**src/hw/lpci_defs.vh**
```
// Constants for the panel configuration and intensity block
`ifndef LPCI_DEFS_VH
`define LPCI_DEFS_VH
`define LPCI_ADDR_DIG0        8'h03
`define LPCI_ADDR_DIG1        8'h04
`define LPCI_ADDR_CFG         8'h0D
`define LPCI_CFG_PLANES_BIT   7
`define LPCI_CFG_COLOUR_BIT   6
`define LPCI_CFG_FLIP_BIT     5
`define LPCI_CFG_RIPPLE_BIT   4
`define LPCI_CFG_PLANE_HI     3
`define LPCI_CFG_PLANE_LO     2
`define LPCI_CFG_RESET        8'h00
`define LPCI_DIG_RESET        8'hFF
`define LPCI_FRAME_LAST       4'hB
`define LPCI_ARITH_HI_PAT     12'hB6D
`define LPCI_ARITH_LO_PAT     12'h492
`define LPCI_GEOM_HI_PAT      12'h555
`define LPCI_GEOM_LO_PAT      12'h222
`define LPCI_RIPPLE_DIV       2'h3
`endif

```
**src/hw/lpci_top.v**
```verilog
// Panel configuration register, digit intensity and multiplex staggering
`default_nettype none
// Function
// [RULE1] D6 selects mono/RGB or red-green-yellow
// [RULE2] No-colour variant holds D6 at zero
// [RULE3] D7 clear gives four on/off planes
// [RULE4] D7 set gives two four-level planes
// [RULE5] Configuration bit layout D7 to D2
// [RULE6] Arithmetic graduation frame patterns
// [RULE7] Geometric graduation frame patterns
// [RULE8] Digit 0 intensity register at 0x03
// [RULE9] Digit 1 intensity register at 0x04
// [RULE10] Current plane bits read only
// [RULE11] Ripple sync offsets timing by four clocks
// [RULE12] 256 drivers give 244 us total offset
// [RULE13] Mux flip reverses timing on alternates
// [RULE14] Host picks monocolour for RGB panels
// [RULE15] Plane code depends on D7
// [RULE16] Even addresses normal, odd addresses flipped
// [RULE17] Digit duty is n/256 of panel
// [RULE18] Graduation chosen per digit
// [RULE19] Frame index counts 0 to 11
module lpci_top #(
   parameter HAS_COLOUR = 1,
   parameter HAS_LEVELS = 1
) (
   input  wire       core_clk,
   input  wire       rst,
   input  wire       clk_en,
   input  wire       reg_wr,
   input  wire       reg_rd,
   input  wire [7:0] reg_addr,
   input  wire [7:0] reg_wdata,
   output reg  [7:0] reg_rdata,
   input  wire [7:0] driver_addr,
   input  wire [1:0] active_plane,
   input  wire       sync_in,
   input  wire [7:0] panel_level,
   input  wire [1:0] pixel_scale,
   input  wire [1:0] pixel_code0,
   input  wire [1:0] pixel_code1,
   input  wire       frame_tick,
   output wire       colour_rgy,
   output wire       planes_levels_select,
   output reg        sync_out,
   output reg  [7:0] mux_phase,
   output wire       digit0_lit,
   output wire       digit1_lit
);
   `include "lpci_defs.vh"
   // ==============================
   // Registers
   reg  [7:0] digit0_intensity;
   reg  [7:0] digit1_intensity;
   reg        cfg_planes;
   reg        cfg_colour;
   reg        cfg_flip;
   reg        cfg_ripple;
   reg  [3:0] frame_index;
   reg  [1:0] ripple_cnt;
   reg        ripple_busy;
   reg  [7:0] phase;
   reg        sync_meta;
   reg        sync_q;
   reg        sync_q_d;
   wire       sync_rise;
   wire       has_colour;
   wire       has_levels;
   wire       active_plane_hi;
   wire       active_plane_lo;
   wire [7:0] cfg_read;
   assign planes_levels_select = cfg_planes;
   // Cut-down variants tie these bits low and drop whatever is written to them
   assign has_colour = (HAS_COLOUR != 0);
   assign has_levels = (HAS_LEVELS != 0);
   assign colour_rgy = cfg_colour;                               // see [RULE1]
   // Plane code: in two-plane mode planes 0 and 1 read as 10 and 11
   assign active_plane_hi = cfg_planes | active_plane[1];        // see [RULE15]
   assign active_plane_lo = active_plane[0];
   assign cfg_read = {cfg_planes, cfg_colour, cfg_flip, cfg_ripple,
                      active_plane_hi, active_plane_lo, 2'b00};  // see [RULE5]
   // ==============================
   // Register write
   always @(posedge core_clk or posedge rst) begin
      if (rst) begin
         digit0_intensity <= `LPCI_DIG_RESET;
         digit1_intensity <= `LPCI_DIG_RESET;
         cfg_planes <= 1'b0;
         cfg_colour <= 1'b0;
         cfg_flip <= 1'b0;
         cfg_ripple <= 1'b0;
      end else if (clk_en && reg_wr) begin
         if (reg_addr == `LPCI_ADDR_DIG0) begin
            digit0_intensity <= reg_wdata;                       // see [RULE8]
         end else if (reg_addr == `LPCI_ADDR_DIG1) begin
            digit1_intensity <= reg_wdata;                       // see [RULE9]
         end else if (reg_addr == `LPCI_ADDR_CFG) begin          // see [RULE10]
            // Plane bits D3:D2 are not stored; writes to them vanish
            cfg_planes <= has_levels & reg_wdata[`LPCI_CFG_PLANES_BIT]; // see [RULE3] [RULE4]
            cfg_colour <= has_colour & reg_wdata[`LPCI_CFG_COLOUR_BIT]; // see [RULE2]
            cfg_flip <= reg_wdata[`LPCI_CFG_FLIP_BIT];
            cfg_ripple <= reg_wdata[`LPCI_CFG_RIPPLE_BIT];
         end
      end
   end
   // ==============================
   // Register read: unmapped addresses read as zero
   always @(posedge core_clk or posedge rst) begin
      if (rst) begin
         reg_rdata <= 8'h00;
      end else if (clk_en && reg_rd) begin
         if (reg_addr == `LPCI_ADDR_DIG0) begin
            reg_rdata <= digit0_intensity;
         end else if (reg_addr == `LPCI_ADDR_DIG1) begin
            reg_rdata <= digit1_intensity;
         end else if (reg_addr == `LPCI_ADDR_CFG) begin
            reg_rdata <= cfg_read;
         end else begin
            reg_rdata <= 8'h00;
         end
      end
   end
   // ==============================
   // Frame index
   // Wraps after the twelfth frame so every pattern restarts on frame zero
   always @(posedge core_clk or posedge rst) begin
      if (rst) begin
         frame_index <= 4'h0;
      end else if (clk_en && frame_tick) begin
         frame_index <= (frame_index == `LPCI_FRAME_LAST) ? 4'h0
                        : frame_index + 4'h1;                    // see [RULE19]
      end
   end
   // ==============================
   // Multiplex sync: the chain resyncs on sync_in from the previous driver
   always @(posedge core_clk or posedge rst) begin
      if (rst) begin
         sync_meta <= 1'b0;
         sync_q <= 1'b0;
         sync_q_d <= 1'b0;
      end else if (clk_en) begin
         sync_meta <= sync_in;
         sync_q <= sync_meta;
         sync_q_d <= sync_q;
      end
   end
   // Act once per incoming pulse, however long the previous driver holds it
   assign sync_rise = sync_q & ~sync_q_d;
   // Ripple delays the passed-on sync four clocks per driver, so 256 drivers
   // stagger by about 244 us at the nominal oscillator, too short to see
   always @(posedge core_clk or posedge rst) begin
      if (rst) begin
         ripple_cnt <= 2'h0;
         ripple_busy <= 1'b0;
         sync_out <= 1'b0;
         phase <= 8'h00;
      end else if (clk_en) begin
         sync_out <= 1'b0;
         if (sync_rise && !ripple_busy) begin
            // Phase restarts on each accepted sync so chained drivers stay aligned
            phase <= 8'h00;
            if (cfg_ripple) begin
               ripple_busy <= 1'b1;                              // see [RULE11]
               ripple_cnt <= 2'h0;
            end else begin
               sync_out <= 1'b1;
            end
         end else begin
            phase <= phase + 8'h01;
            if (ripple_busy) begin
               ripple_cnt <= ripple_cnt + 2'h1;
               if (ripple_cnt == `LPCI_RIPPLE_DIV) begin
                  ripple_busy <= 1'b0;
                  sync_out <= 1'b1;                              // see [RULE12]
               end
            end
         end
      end
   end
   // ==============================
   // Mux phase
   // With the flip bit set, odd drivers run the phase backwards to spread supply current peaks
   // Inverted phase puts an odd driver's on-time at the end of its period
   always @(posedge core_clk or posedge rst) begin
      if (rst) begin
         mux_phase <= 8'h00;
      end else if (clk_en) begin
         mux_phase <= (cfg_flip && driver_addr[0]) ? ~phase : phase; // see [RULE13] [RULE16]
      end
   end
   // ==============================
   // Digit outputs
   // Both digits share one phase, so their on-times start together, or end together when an odd driver's phase is inverted
   lpci_digit_pwm #(.W(8)) u_dig0 (
      .core_clk     (core_clk),
      .rst          (rst),
      .clk_en       (clk_en),
      .pwm_phase    (mux_phase),
      .panel_level  (panel_level),
      .digit_level  (digit0_intensity),
      .frame_index  (frame_index),
      .geometric    (pixel_scale[0]),
      .two_bit_mode (cfg_planes),
      .pixel_code   (pixel_code0),
      .lit          (digit0_lit)
   );
   lpci_digit_pwm #(.W(8)) u_dig1 (
      .core_clk     (core_clk),
      .rst          (rst),
      .clk_en       (clk_en),
      .pwm_phase    (mux_phase),
      .panel_level  (panel_level),
      .digit_level  (digit1_intensity),
      .frame_index  (frame_index),
      .geometric    (pixel_scale[1]),
      .two_bit_mode (cfg_planes),
      .pixel_code   (pixel_code1),
      .lit          (digit1_lit)
   );
endmodule
`default_nettype wire

```
**src/hw/lpci_digit_pwm.v**
```verilog
// Per-digit PWM and 2-bit pixel frame modulation
`default_nettype none
module lpci_digit_pwm #(
   parameter W = 8
) (
   input  wire         core_clk,
   input  wire         rst,
   input  wire         clk_en,
   input  wire [W-1:0] pwm_phase,
   input  wire [W-1:0] panel_level,
   input  wire [W-1:0] digit_level,
   input  wire [3:0]   frame_index,
   input  wire         geometric,
   input  wire         two_bit_mode,
   input  wire [1:0]   pixel_code,
   output reg          lit
);
   `include "lpci_defs.vh"
   // ==============================
   // Duty is n/256 of panel level
   wire [2*W-1:0] product = panel_level * digit_level;            // see [RULE17]
   wire [W-1:0]   duty    = product[2*W-1:W];
   reg  [11:0]    pat;
   reg            frame_on;
   always @* begin
      if (geometric) begin                                        // see [RULE18]
         pat = pixel_code[1] ? `LPCI_GEOM_HI_PAT : `LPCI_GEOM_LO_PAT;   // see [RULE7]
      end else begin
         pat = pixel_code[1] ? `LPCI_ARITH_HI_PAT : `LPCI_ARITH_LO_PAT; // see [RULE6]
      end
      if (!two_bit_mode) begin
         frame_on = pixel_code[0];
      end else if (pixel_code == 2'b11) begin
         frame_on = 1'b1;
      end else if (pixel_code == 2'b00) begin
         frame_on = 1'b0;
      end else begin
         frame_on = pat[frame_index];
      end
   end
   always @(posedge core_clk or posedge rst) begin
      if (rst) begin
         lit <= 1'b0;
      end else if (clk_en) begin
         lit <= frame_on & (pwm_phase < duty);
      end
   end
endmodule
`default_nettype wire

```
**config.mk**
```make
export PLATFORM = sky130hd
export DESIGN_NAME = lpci_top
export DESIGN_NICKNAME = d
export VERILOG_FILES = /design/src/hw/lpci_top.v /design/src/hw/lpci_digit_pwm.v
export VERILOG_INCLUDE_DIRS = /design/src /design/src/hw
export SDC_FILE = /design/constraint.sdc
export NUM_CORES = 1
export LEC_CHECK = 0
export BUFFER_PORTS_ARGS = -buffer_cell sky130_fd_sc_hd__buf_2
export CELL_PAD_IN_SITES_DETAIL_PLACEMENT = 1
export CELL_PAD_IN_SITES_GLOBAL_PLACEMENT = 2
export CORE_MARGIN = 10
export CORE_UTILIZATION = 30
export DETAILED_ROUTE_END_ITERATION = 8
export PLACE_DENSITY = 0.78
export SLEW_MARGIN = 25
export SYNTH_ARGS = -nofsm -noshare
export SYNTH_HDL_FRONTEND = slang
export SYNTH_SLANG_ARGS = --single-unit
```
**constraint.sdc**
```tcl
create_clock -name core_clk -period 13.79 [get_ports core_clk]
set_input_delay 2.0685 -clock core_clk [delete_from_list [all_inputs] [get_ports core_clk]]
set_output_delay 2.0685 -clock core_clk [all_outputs]
set_load 0.005 [all_outputs]
```
==> Yosys cells after proc, flatten, opt, wreduce, memory -nomap -nowiden <==
Cells that the tools add are included.
{ "op_classes": {"multipliers": 2, "n_eq_ne": 8, "shifts": 0, "n_reduce_logical": 14, "div_mod_pow": 0, "magnitude_cmp": 3, "addsub": 3, "muxes": 33, "bitwise": 8} }
{ "op_table": {"columns": ["cell", "count"], "rows": [
  ["$mux 12", 4],
  ["$mux 8", 5],
  ["$mul 8x8->16", 2],
  ["$mux 11", 2],
  ["$lt 8x8->1", 2],
  ["$mux 1", 16],
  ["$add 8x1->8 const B", 1],
  ["$bmux 1 s4", 2],
  ["$eq 8x2->1 const B", 1],
  ["$eq 8x3->1 const B", 1],
  ["$eq 8x4->1 const B", 1],
  ["$not 8->8", 1],
  ["$eq 2x2->1 const B", 3],
  ["$mux 2", 3],
  ["$reduce_and 3->1", 2],
  ["$logic_and 1x1->1", 5],
  ["$lt 4x5->1 const B", 1],
  ["$add 4x1->4 const B", 1],
  ["$eq 4x4->1 const B", 1],
  ["$logic_not 2->1", 2],
  ["$mux 4", 1],
  ["$reduce_and 2->1", 2],
  ["$reduce_and 4->1", 1],
  ["$and 1x1->1", 3],
  ["6 further kinds", 8]
]} }
{ "word_totals": {"output_inout_bits": 21, "reg_bits": 57, "word_cells": 89, "rom_bits": 0, "mem_bits_rw": 0, "input_bits": 47, "n_memories": 0, "latchBits": 0} }

==> Longest topological paths before layout <==
Gate-level depths: netlist of the first run.
{ "depth": {"word_depth": 8, "depth_mapped": 23, "ltp_nobuf": 22} }

==> Modules after synthesis <==
A second synthesis of the first run with hierarchy kept.
{ "hier_totals": {"hier_cells": 746, "area_unflattened_um2": 7045.5} }
{ "by_module_without_submodules": {"columns": ["module", "instances", "area_per_inst_um2", "seq_area_each_um2", "cells_each"], "rows": [
  ["lpci_top", 1, 2526.2, 1396.3, 227],
  ["lpci_digit_pwm at u_dig0", 1, 2309.7, 25.0, 267],
  ["lpci_digit_pwm at u_dig1", 1, 2209.6, 25.0, 252]
]} }

==> Least setup slack after synthesis of the first run <==
OpenSTA, ideal clock, no wires.
{ "synth_path": {"path_type": "input to register", "startpoint": "in panel_level[0]", "endpoint": "reg u_dig1.lit", "cell_stages": 20, "path_slack_ps": 6750, "required_time_ps": 13723, "setup_time_ps": 67, "path_buffers": 1, "arrival_ps": 6973, "path_cell_list": "clkbuf_1 -> nand2_1 -> fa_1 -> fa_1 -> inv_1 -> fa_1 -> inv_1 -> fa_1 -> inv_1 -> ha_1 -> a21oi_1 -> o221ai_1 -> a41o_1 -> or4_1 -> and4_1 -> ha_1 -> a2111oi_0 -> o21ai_0 -> a31oi_1 -> a32o_1"} }
{ "synth_between": {"elab_chain_len": 3} }
{ "synth_rtl": {"columns": ["element", "line_no", "rtl"], "rows": [
  ["start: declaration", "lpci_top.v:38", "input wire [7:0] panel_level,"],
  ["$mul 8x8->16", "lpci_digit_pwm.v:21", "wire [2*W-1:0] product = panel_level * digit_level;"],
  ["$lt 8x8->1", "lpci_digit_pwm.v:45", "lit <= frame_on & (pwm_phase < duty);"],
  ["$and 1x1->1", "lpci_digit_pwm.v:45", null],
  ["end signal: assignment", "lpci_digit_pwm.v:45", null],
  ["end: declaration", "lpci_digit_pwm.v:16", "output reg lit"]
]} }
Every way passes these cells.
A chain may end at the register's enable or synchronous reset.

==> Worst setup path after layout of the first run <==
{ "layout_path": {"startpoint": "in panel_level[2]", "endpoint": "reg u_dig0.lit"} }
{ "layout_between": {"elab_chain_len": 3} }
{ "layout_rtl": {"columns": ["element", "line_no"], "rows": [
  ["$mul 8x8->16", "lpci_digit_pwm.v:21"],
  ["$lt 8x8->1", "lpci_digit_pwm.v:45"],
  ["$and 1x1->1", "lpci_digit_pwm.v:45"],
  ["end signal: assignment", "lpci_digit_pwm.v:45"],
  ["end: declaration", "lpci_digit_pwm.v:16"]
]} }
Every way passes these cells.

==> results of run 1 <==
[critical path, cell delays in order]
cell and delay, ps:
buf_2 280, nand2_1 140, fa_1 530, fa_1 570
inv_1 60, fa_1 540, inv_1 60, fa_1 550
inv_1 50, ha_1 290, and4_1 200, a311oi_1 630
o311a_1 380, nand2b_1 110, xnor2_1 170, ha_1 270
a2111oi_0 380, a211oi_1 140, o32ai_1 290
[flip-flops by register name, indices dropped and copies added, names as in the netlist, 2 cells and up]
signal            cells
frame_index           4
reg_rdata             8
mux_phase             8
digit1_intensity      8
phase                 8
digit0_intensity      8
ripple_cnt            2
[power breakdown]
| group | switching, uW | internal [uW] |
|---|---|---|
| sequential | 45.2 | 193 |
| clock | 78.6 | 163 |
| combinational | 81.6 | 74.0 |
| total | 205 | 430 |
[layer usage]
metal  up-vias  GRT usage, %  share of wire, %
met5         -             0                 0
met3        18          1.87               2.7
met4         0          3.52               1.3
met2        65          20.9                50
li1       2535             -                 -
met1      2693          15.7                47
[kinds of logic (layout without fill, tap and decap cells)]
kind of cell | after synthesis | count (layout) | share of synthesized area (%)
compound gates | 104 | 104 | 9.54
xor+xnor | 30 | 30 | 3.74
fa+ha+maj | 157 | 157 | 35.4
buf+inv | 131 | 181 | 7.40
flops | 57 | 57 | 20.6
mux | 32 | 32 | 5.44
simple gates | 228 | 228 | 17.9
[area by class of cell]
type / instances / share of cell area, %
clock buffers: 11 / 3.06
clock inverters: 5 / 0.994
inverters: 103 / 4.88
multi-input cells: 551 / 63.9
flip-flops and latches: 57 / 18.2
well taps: 313 / 4.94
repair buffers: 62 / 3.98
[final timing paths]
kind,startpoint,to,slack (ps),cells after the start
worst max-delay path,panel_level[2],u_dig0.lit,6330,19
worst min-delay path,ripple_cnt[1],ripple_cnt[1],500,1
worst max register to register,digit0_intensity[6],u_dig0.lit,7720,18
worst min register to register,ripple_cnt[1],ripple_cnt[1],500,1
max in group asynchronous,rst,ripple_cnt[0],11360,3
min in group asynchronous,rst,reg_rdata[0],1940,3
[cells in the final DEF, fill, tap and decap left out, drive strengths merged, types with 2 or more instances in the layout]
| master | n |
|---|---|
| dfstp | 16 |
| o21bai | 3 |
| ha | 87 |
| mux2i | 6 |
| buf | 62 |
| or4 | 2 |
| nand3 | 10 |
| dfrtp | 41 |
| bufinv | 2 |
| a21oi | 42 |
| o211ai | 3 |
| a2111oi | 2 |
| a31oi | 5 |
| xnor2 | 17 |
| inv | 103 |
| and4 | 2 |
| a311oi | 3 |
| nand2 | 48 |
| a32o | 2 |
| a221oi | 7 |
| clkbuf | 11 |
| fa | 70 |
| nor2 | 35 |
| nand4 | 5 |
| a21o | 5 |
| and2 | 106 |
| nor4 | 4 |
| nor3 | 4 |
| clkinv | 3 |
| nand2b | 5 |
| o221ai | 2 |
| mux2 | 26 |
| a211oi | 4 |
| o21ai | 14 |
| xor2 | 13 |
[through the flow]
step           hold slack, ps  std cells  setup slack [ps]  power, uW  cell area (sq um)
6_report                  496       1102              6330        636               7930
5_1_grt                   529       1102              5940        680               7930
4_1_cts                   502       1102              6280        643               7930
3_5_place_dp              490       1086              5950        398               7600
3_3_place_gp              478       1086              6020        394               7600
2_1_floorplan             463        739              6750        342               7030
==> flow_summary_export.csv, run 1 <==
group,metric,value,unit
outcome,outcome,"finished clean",
synth,synth.top_cell.area_share,19.9,%
timing,fmaxAchievable,134,MHz
synth,synth_nets,943,
power,powerDensity,80.2,mW/mm^2
timing,fin_crit_sh,54.1,%
layout,final_net_count,988,
detailed_routing,final_antenna_net_count,0,
clock_tree,clock_latency,330,ps
clock_tree,htreeDepth,3,
setup_path,startpoint_type,"input pin",
synth,synth_warnings,0,
floorplanning,die_x,173,um
setup_path,arrival,7690,ps
layout,area_growth,12.7,%
clock_tree,clockRootBuffer,"clkbuf_16",
detailed_routing,drt_wl_total,18100,um
run,drv_cap,0,
synth,synthTopCellsByCount,"and2_1, inv_1, ha_1",
synth,synthFlopType,"dfrtp_1",
setup_path,crit_path_end_kind,"register",
detailed_routing,num_vias,5311,
synth,ys_seq_area_share,20.6,%
detailed_routing,drt-initial-drc-count,122,
layout,fin_util,34.7,%
timing,rsz0062_at_grt,"no",
placement,hpwl,14300,um
global_route,grt-ovfl-total,0,
timing,setup-violations-final,0,
synth,async_flop_share,100,%
layout,post_route_cells_drive_above_1_share,16.0,%
clock_tree,clkTransAtPathRegs,50,ps
synth,synth_top_area_cell,"fa_1",
setup_path,cp_max_fo,16,
setup_path,path_class,"in -> reg",
timing,drv_slew,0,
detailed_routing,vias_per_cell,4.82,
global_route,grt_max_degree,58,
layout,n_antenna_cell,0,
power,vdd_ir_drop_max,0.0000861,V
floorplanning,row_count,55,
floorplanning,dieArea,0.0300,sq mm
timing,post-route-min-period,7460,ps
global_route,grt_first_pass_wirelength,30300,um
clock_tree,clock_sinks,57,
synth,syn_area_per_cell,9.52,sq um
timing,hold_viol,0,
clock_tree,cts_hold_buf,0,
timing,tightest_slew,959,ps
timing,relSlewSlack,35.9,%
floorplanning,core-area,0.0228,sq mm
synth,synth_area_leaders,"fa_1, ha_1, dfrtp_1",
layout,seqCellArea,0.00145,sq mm
floorplanning,die_h,173,um
layout,nFillCells,2686,
hold_path,min_path_type,"reg -> reg",
synth,postSynthCellCount,739,
floorplanning,io_pins,68,
detailed_routing,drt_first_pass_iters,4,
clock_tree,post_cts_resized,0,
synth,ys_types,60,
floorplanning,start_util,30.8,%
synth,synth-seq-cells,57,
synth,synthesis.area,0.00703,sq mm
layout,multiInputGateArea,0.00506,sq mm
clock_tree,cts_tree,"done",
detailed_routing,drc,0,
clock_tree,cts_max_path_buffers,2,
clock_tree,post_cts_buffers,0,
power,p_leak,0.00399,uW
global_route,antenna_found_initial,0,
synth,synth-edff-count,0,
global_route,grt_pass1_vias,5844,
timing,tns,0,ps
clock_tree,cts_made_buffers,9,
placement,io_buffers,60,
timing,finalClockSkew,5.73,ps
placement,place_congestion,0.774,
detailed_routing,wl_per_cell,16.4,um
setup_path,crit_required,14020,ps
synth,yosysMostFrequentCell,"and2_1",
global_route,grt_usage,12.3,%
(Power assumes the default switching activity.)
==> run 2: changes to the inputs <==
==> constraint.sdc (replaced) <==
create_clock -name core_clk -period 7.3 [get_ports core_clk]
set_input_delay 1.095 -clock core_clk [delete_from_list [all_inputs] [get_ports core_clk]]
set_output_delay 1.095 -clock core_clk [all_outputs]
set_load 0.005 [all_outputs]
==> run 2 against run 1 <==
Sequential share of layout area hardly changed. First-iteration DRC count up 67%. Cell count is essentially flat. Critical path type unchanged. Largest cell class unchanged. Highest routed layer unchanged.
==> flow_summary_export.csv, run 2 (synthesis results as in run 1) <==
group,metric,value,unit
floorplanning,die_x,173,um
layout,fin_util,34.7,%
layout,nFillCells,2724,
timing,finalClockSkew,4.47,ps
detailed_routing,drt_wl_total,17600,um
power,p_switching,390,uW
layout,final_common_cell,"and2_1",
timing,rsz0062_at_grt,"no",
floorplanning,core-area,0.0228,sq mm
power,vdd_ir_drop_max,0.000170,V
power,power.internal,803,uW
timing,hold_ws,495,ps
detailed_routing,final_antenna_net_count,0,
clock_tree,cts_made_buffers,9,
detailed_routing,drt_first_pass_iters,4,
placement,io_buffers,60,
clock_tree,htreeDepth,3,
layout,post_route_cells_drive_above_1_share,16.2,%
power,powerDensity,150,mW/mm^2
clock_tree,post_cts_buffers,0,
clock_tree,post_cts_resized,0,
timing,setup-violations-final,0,
detailed_routing,num_vias,5274,
floorplanning,row_count,55,
run,drv_cap,0,
layout,final_cell_mix,"and2_1, inv_1, ha_1, fa_1, buf_2",
clock_tree,clockRootBuffer,"clkbuf_16",
layout,n_antenna_cell,0,
detailed_routing,wl_per_cell,16.0,um
global_route,grt_first_pass_wirelength,30100,um
global_route,antenna_found_initial,0,
setup_path,arrival,6600,ps
timing,fmaxAchievable,157,MHz
power,power_switching_share,32.7,%
setup_path,cp_cell_sequence,"buf_2 > nand2_1 > fa_1 > fa_1 > inv_1 > fa_1 > inv_1 > fa_1 > inv_1 > ha_1 > and4_1 > a311oi_1 > buf_4 > o311a_1 > nand2b_1 > xnor2_1 > ha_1 > a2111oi_0 > a211oi_1 > o32ai_1",
layout,final_net_count,989,
detailed_routing,drc,0,
power,p_leak,0.00399,uW
placement,hpwl,13900,um
timing,tightest_slew,936,ps
global_route,grt_usage,12.0,%
setup_path,cp_max_fo,16,
power,finalPower,1190,uW
clock_tree,cts_max_path_buffers,2,
timing,relSlewSlack,37.5,%
global_route,grt_max_degree,58,
power,p_comb_share,24.7,%
setup_path,critPathSlowestCell,"fa_1",
timing,post-route-min-period,6370,ps
timing,drv_slew,0,
power,seqPwrFrac,37.7,%
placement,place_congestion,0.778,
floorplanning,die_h,173,um
clock_tree,clkTransAtPathRegs,50,ps
setup_path,path_class,"in -> reg",
timing,hold_viol,0,
clock_tree,clock_latency,330,ps
clock_tree,cts_tree,"done",
setup_path,max_stage_delay,560,ps
clock_tree,cts_hold_buf,0,
floorplanning,start_util,30.8,%
setup_path,path_common_cell,"fa_1",
timing,fin_crit_sh,87.3,%
timing,worst_slack,930,ps
placement,pre_cts_slack,607,ps
setup_path,startpoint_type,"input pin",
power,clkPwrFrac,37.6,%
outcome,outcome,"finished clean",
detailed_routing,vias_per_cell,4.78,
global_route,grt-ovfl-total,0,
detailed_routing,drt-initial-drc-count,204,
global_route,grt_pass1_vias,5858,
floorplanning,dieArea,0.0300,sq mm
clock_tree,clock_sinks,57,
timing,tns,0,ps
hold_path,min_path_type,"reg -> reg",
setup_path,crit_required,7530,ps
layout,area_growth,12.8,%
setup_path,crit_path_end_kind,"register",
floorplanning,io_pins,68,
-- run 2: cell types whose count changed in the layout (fill, tap and decap cells not counted) --
cell and delta:
clkinv_4 +1, clkbuf_1 -1, clkinvlp_4 +1, clkbuf_8 -1
buf_4 +1
-- run 2: final timing paths --
kind,from,end,slack [ps],depth (start not counted)
max,panel_level[2],u_dig0.lit,930,20
min,ripple_cnt[1],ripple_cnt[1],500,1
max reg2reg,digit0_intensity[5],u_dig0.lit,1370,19
min reg2reg,ripple_cnt[1],ripple_cnt[1],500,1
max in group asynchronous,rst,mux_phase[3],5840,3
min in group asynchronous,rst,reg_rdata[0],960,3
-- run 2: final cells by class --
cell class	count	area (sq um)	share of cell area [%]
multi-input cells	551	5060	63.8
well taps	313	392	4.94
clock buffers	9	225	2.84
repair buffers	63	323	4.07
flip-flops and latches	57	1450	18.2
clock inverters	7	95.1	1.20
inverters	103	387	4.87
-- run 2: routing by layer --
layer | global-route usage (%) | up-vias | routed length [um] | share of wire (%)
met5 | 0 | - | 0 | 0
met4 | 2.52 | 0 | 143 | 0.81
met3 | 1.44 | 12 | 336 | 1.9
met2 | 20.3 | 56 | 8580 | 49
met1 | 16.1 | 2676 | 8560 | 49
li1 | - | 2530 | - | -
-- run 2: through the flow --
step | instances | cell area (sq um)
6_report | 1103 | 7930
2_1_floorplan | 739 | 7030
3_5_place_dp | 1087 | 7610
5_1_grt | 1103 | 7930
3_3_place_gp | 1087 | 7610
4_1_cts | 1103 | 7930
-- run 2: worst max-delay path: cells and delay by family --
| family | cells | cell delay [ps] |
|---|---|---|
| and+or+nand+nor | 3 | 440 |
| xor gates and xnor gates | 1 | 140 |
| adders and majority gates | 6 | 2750 |
| buffers and inverters | 5 | 640 |
| AOI/OAI and AO/OA | 5 | 1520 |
-- run 2: power groups by stage --
stage	combinational, uW	clock, uW	sequential [uW]
floorplan	241	0	405
global placement	289	0	456
detailed placement	298	0	457
CTS	303	459	452
global route	345	474	463
finish	294	449	450
==> run 3: changes to the inputs <==
--- a/config.mk
+++ b/config.mk
@@ -11,6 +11,7 @@
 export CELL_PAD_IN_SITES_GLOBAL_PLACEMENT = 2
 export CORE_MARGIN = 10
 export CORE_UTILIZATION = 30
+export CTS_BUF_LIST = sky130_fd_sc_hd__clkbuf_2 sky130_fd_sc_hd__clkbuf_4 sky130_fd_sc_hd__clkbuf_8
 export DETAILED_ROUTE_END_ITERATION = 8
 export PLACE_DENSITY = 0.78
 export SLEW_MARGIN = 25
==> run 3 against run 2 <==
Cell area down 1.3%. Clock skew increased by 5.1 ps. Register-to-register slack barely moved. Maximum frequency grew 1.4%. Combinational power hardly changed. Global-route usage decreased by 0.065 points. Flip-flop and latch count did not move. Die area is the same. Cell count stayed put. Core utilization decreased by 0.44 points. Worst setup slack better by 89 ps. Sequential power about the same. Critical path type unchanged. Critical endpoint unchanged. Largest power group unchanged.
==> flow_summary_export.csv, run 3 (synthesis results as in run 1) <==
group,metric,value,unit
outcome,outcome,"finished clean",
clock_tree,htreeDepth,3,
clock_tree,cts_made_buffers,9,
timing,fmaxAchievable,159,MHz
timing,drv_slew,0,
setup_path,path_class,"in -> reg",
power,powerDensity,137,mW/mm^2
floorplanning,die_x,173,um
clock_tree,cts_max_path_buffers,2,
timing,tightest_slew,948,ps
global_route,grt_usage,12.0,%
placement,hpwl,13900,um
hold_path,min_path_type,"reg -> reg",
clock_tree,post_cts_resized,0,
layout,n_antenna_cell,0,
detailed_routing,final_antenna_net_count,0,
timing,finalClockSkew,9.54,ps
floorplanning,row_count,55,
detailed_routing,num_vias,5287,
setup_path,startpoint_type,"input pin",
setup_path,crit_path_end_kind,"register",
global_route,grt_pass1_vias,5829,
floorplanning,core-area,0.0228,sq mm
layout,final_cell_mix,"and2_1, inv_1, ha_1, fa_1, buf_2",
placement,pre_cts_slack,607,ps
timing,setup-violations-final,0,
run,drv_cap,0,
detailed_routing,wl_per_cell,15.9,um
clock_tree,cts_tree,"done",
floorplanning,dieArea,0.0300,sq mm
setup_path,arrival,6540,ps
setup_path,crit_required,7550,ps
timing,rsz0062_at_grt,"no",
clock_tree,clkTransAtPathRegs,70,ps
timing,relSlewSlack,36.6,%
layout,area_growth,11.4,%
floorplanning,io_pins,68,
detailed_routing,drc,0,
clock_tree,post_cts_buffers,0,
placement,place_congestion,0.778,
timing,worst_slack,1020,ps
layout,final_common_cell,"and2_1",
timing,tns,0,ps
layout,multiInputGateArea,0.00506,sq mm
detailed_routing,vias_per_cell,4.79,
timing,fin_crit_sh,86.0,%
timing,hold_viol,0,
clock_tree,cts_hold_buf,0,
detailed_routing,drt_wl_total,17600,um
timing,post-route-min-period,6280,ps
detailed_routing,drt_first_pass_iters,4,
setup_path,cp_max_fo,16,
global_route,grt_max_degree,58,
floorplanning,start_util,30.8,%
power,p_leak,0.00394,uW
layout,seqCellArea,0.00145,sq mm
clock_tree,clockRootBuffer,"clkbuf_8",
clock_tree,clock_sinks,57,
global_route,grt_first_pass_wirelength,29900,um
detailed_routing,drt-initial-drc-count,189,
placement,io_buffers,60,
layout,nFillCells,2727,
clock_tree,clock_latency,350,ps
power,vdd_ir_drop_max,0.000127,V
layout,post_route_cells_drive_above_1_share,16.2,%
global_route,antenna_found_initial,0,
layout,final_net_count,989,
global_route,grt-ovfl-total,0,
floorplanning,die_h,173,um
[run 3: changes by cell type in the layout (fill, tap and decap cells not counted)]
cell | before | now
clkbuf_16 | 9 | 0
clkbuf_8 | 0 | 9
[run 3: layer usage]
layer | GRT usage (%) | share of wire (%) | routed length (um)
met3 | 1.63 | 2.4 | 416
met2 | 20.0 | 48 | 8490
met5 | 0 | 0 | 0
met4 | 2.41 | 0.81 | 143
met1 | 16.1 | 49 | 8530
[run 3: worst paths after layout]
kind,end,slack (ps),from,cells after the start
worst max-delay path,u_dig0.lit,1020,panel_level[2],20
worst min-delay path,ripple_cnt[0],500,ripple_cnt[0],1
worst max register to register,u_dig1.lit,1380,digit1_intensity[7],19
worst min register to register,ripple_cnt[0],500,ripple_cnt[0],1
max in group asynchronous,mux_phase[0],5860,rst,3
min in group asynchronous,reg_rdata[0],950,rst,3
[run 3: layout make-up]
type	instances	area share [%]
multi-input combinational	551	64.7
sequential	57	18.5
tap	313	5.00
inverter	103	4.94
timing repair buffer	63	4.12
clock buffer	9	1.58
clock inverter	7	1.21
[run 3: stage by stage]
stage / hold WS, ps / std cells / area, sq um / power [uW] / util, %
floorplan: 463 / 739 / 7030 / 645 / -
global placement: 477 / 1087 / 7610 / 745 / 33.3
detailed placement: 488 / 1087 / 7610 / 755 / 33.3
CTS: 505 / 1103 / 7830 / 1090 / 34.3
global route: 529 / 1103 / 7830 / 1160 / 34.3
finish: 499 / 1103 / 7830 / 1070 / 34.3
[run 3: critical path, cell delays in order]
cell and delay (ps):
buf_2 280, nand2_1 130, fa_1 530, fa_1 560, inv_1 60, fa_1 530
inv_1 50, fa_1 530, inv_1 50, ha_1 310, and4_1 210, a311oi_1 380
buf_4 200, o311a_1 290, nand2b_1 100, xnor2_1 140, ha_1 290, a2111oi_0 380
a211oi_1 140, o32ai_1 270
[run 3: report_power, final]
group	switching (uW)	internal (uW)
clock	136	192
sequential	85.9	365
combinational	154	140
total	377	696
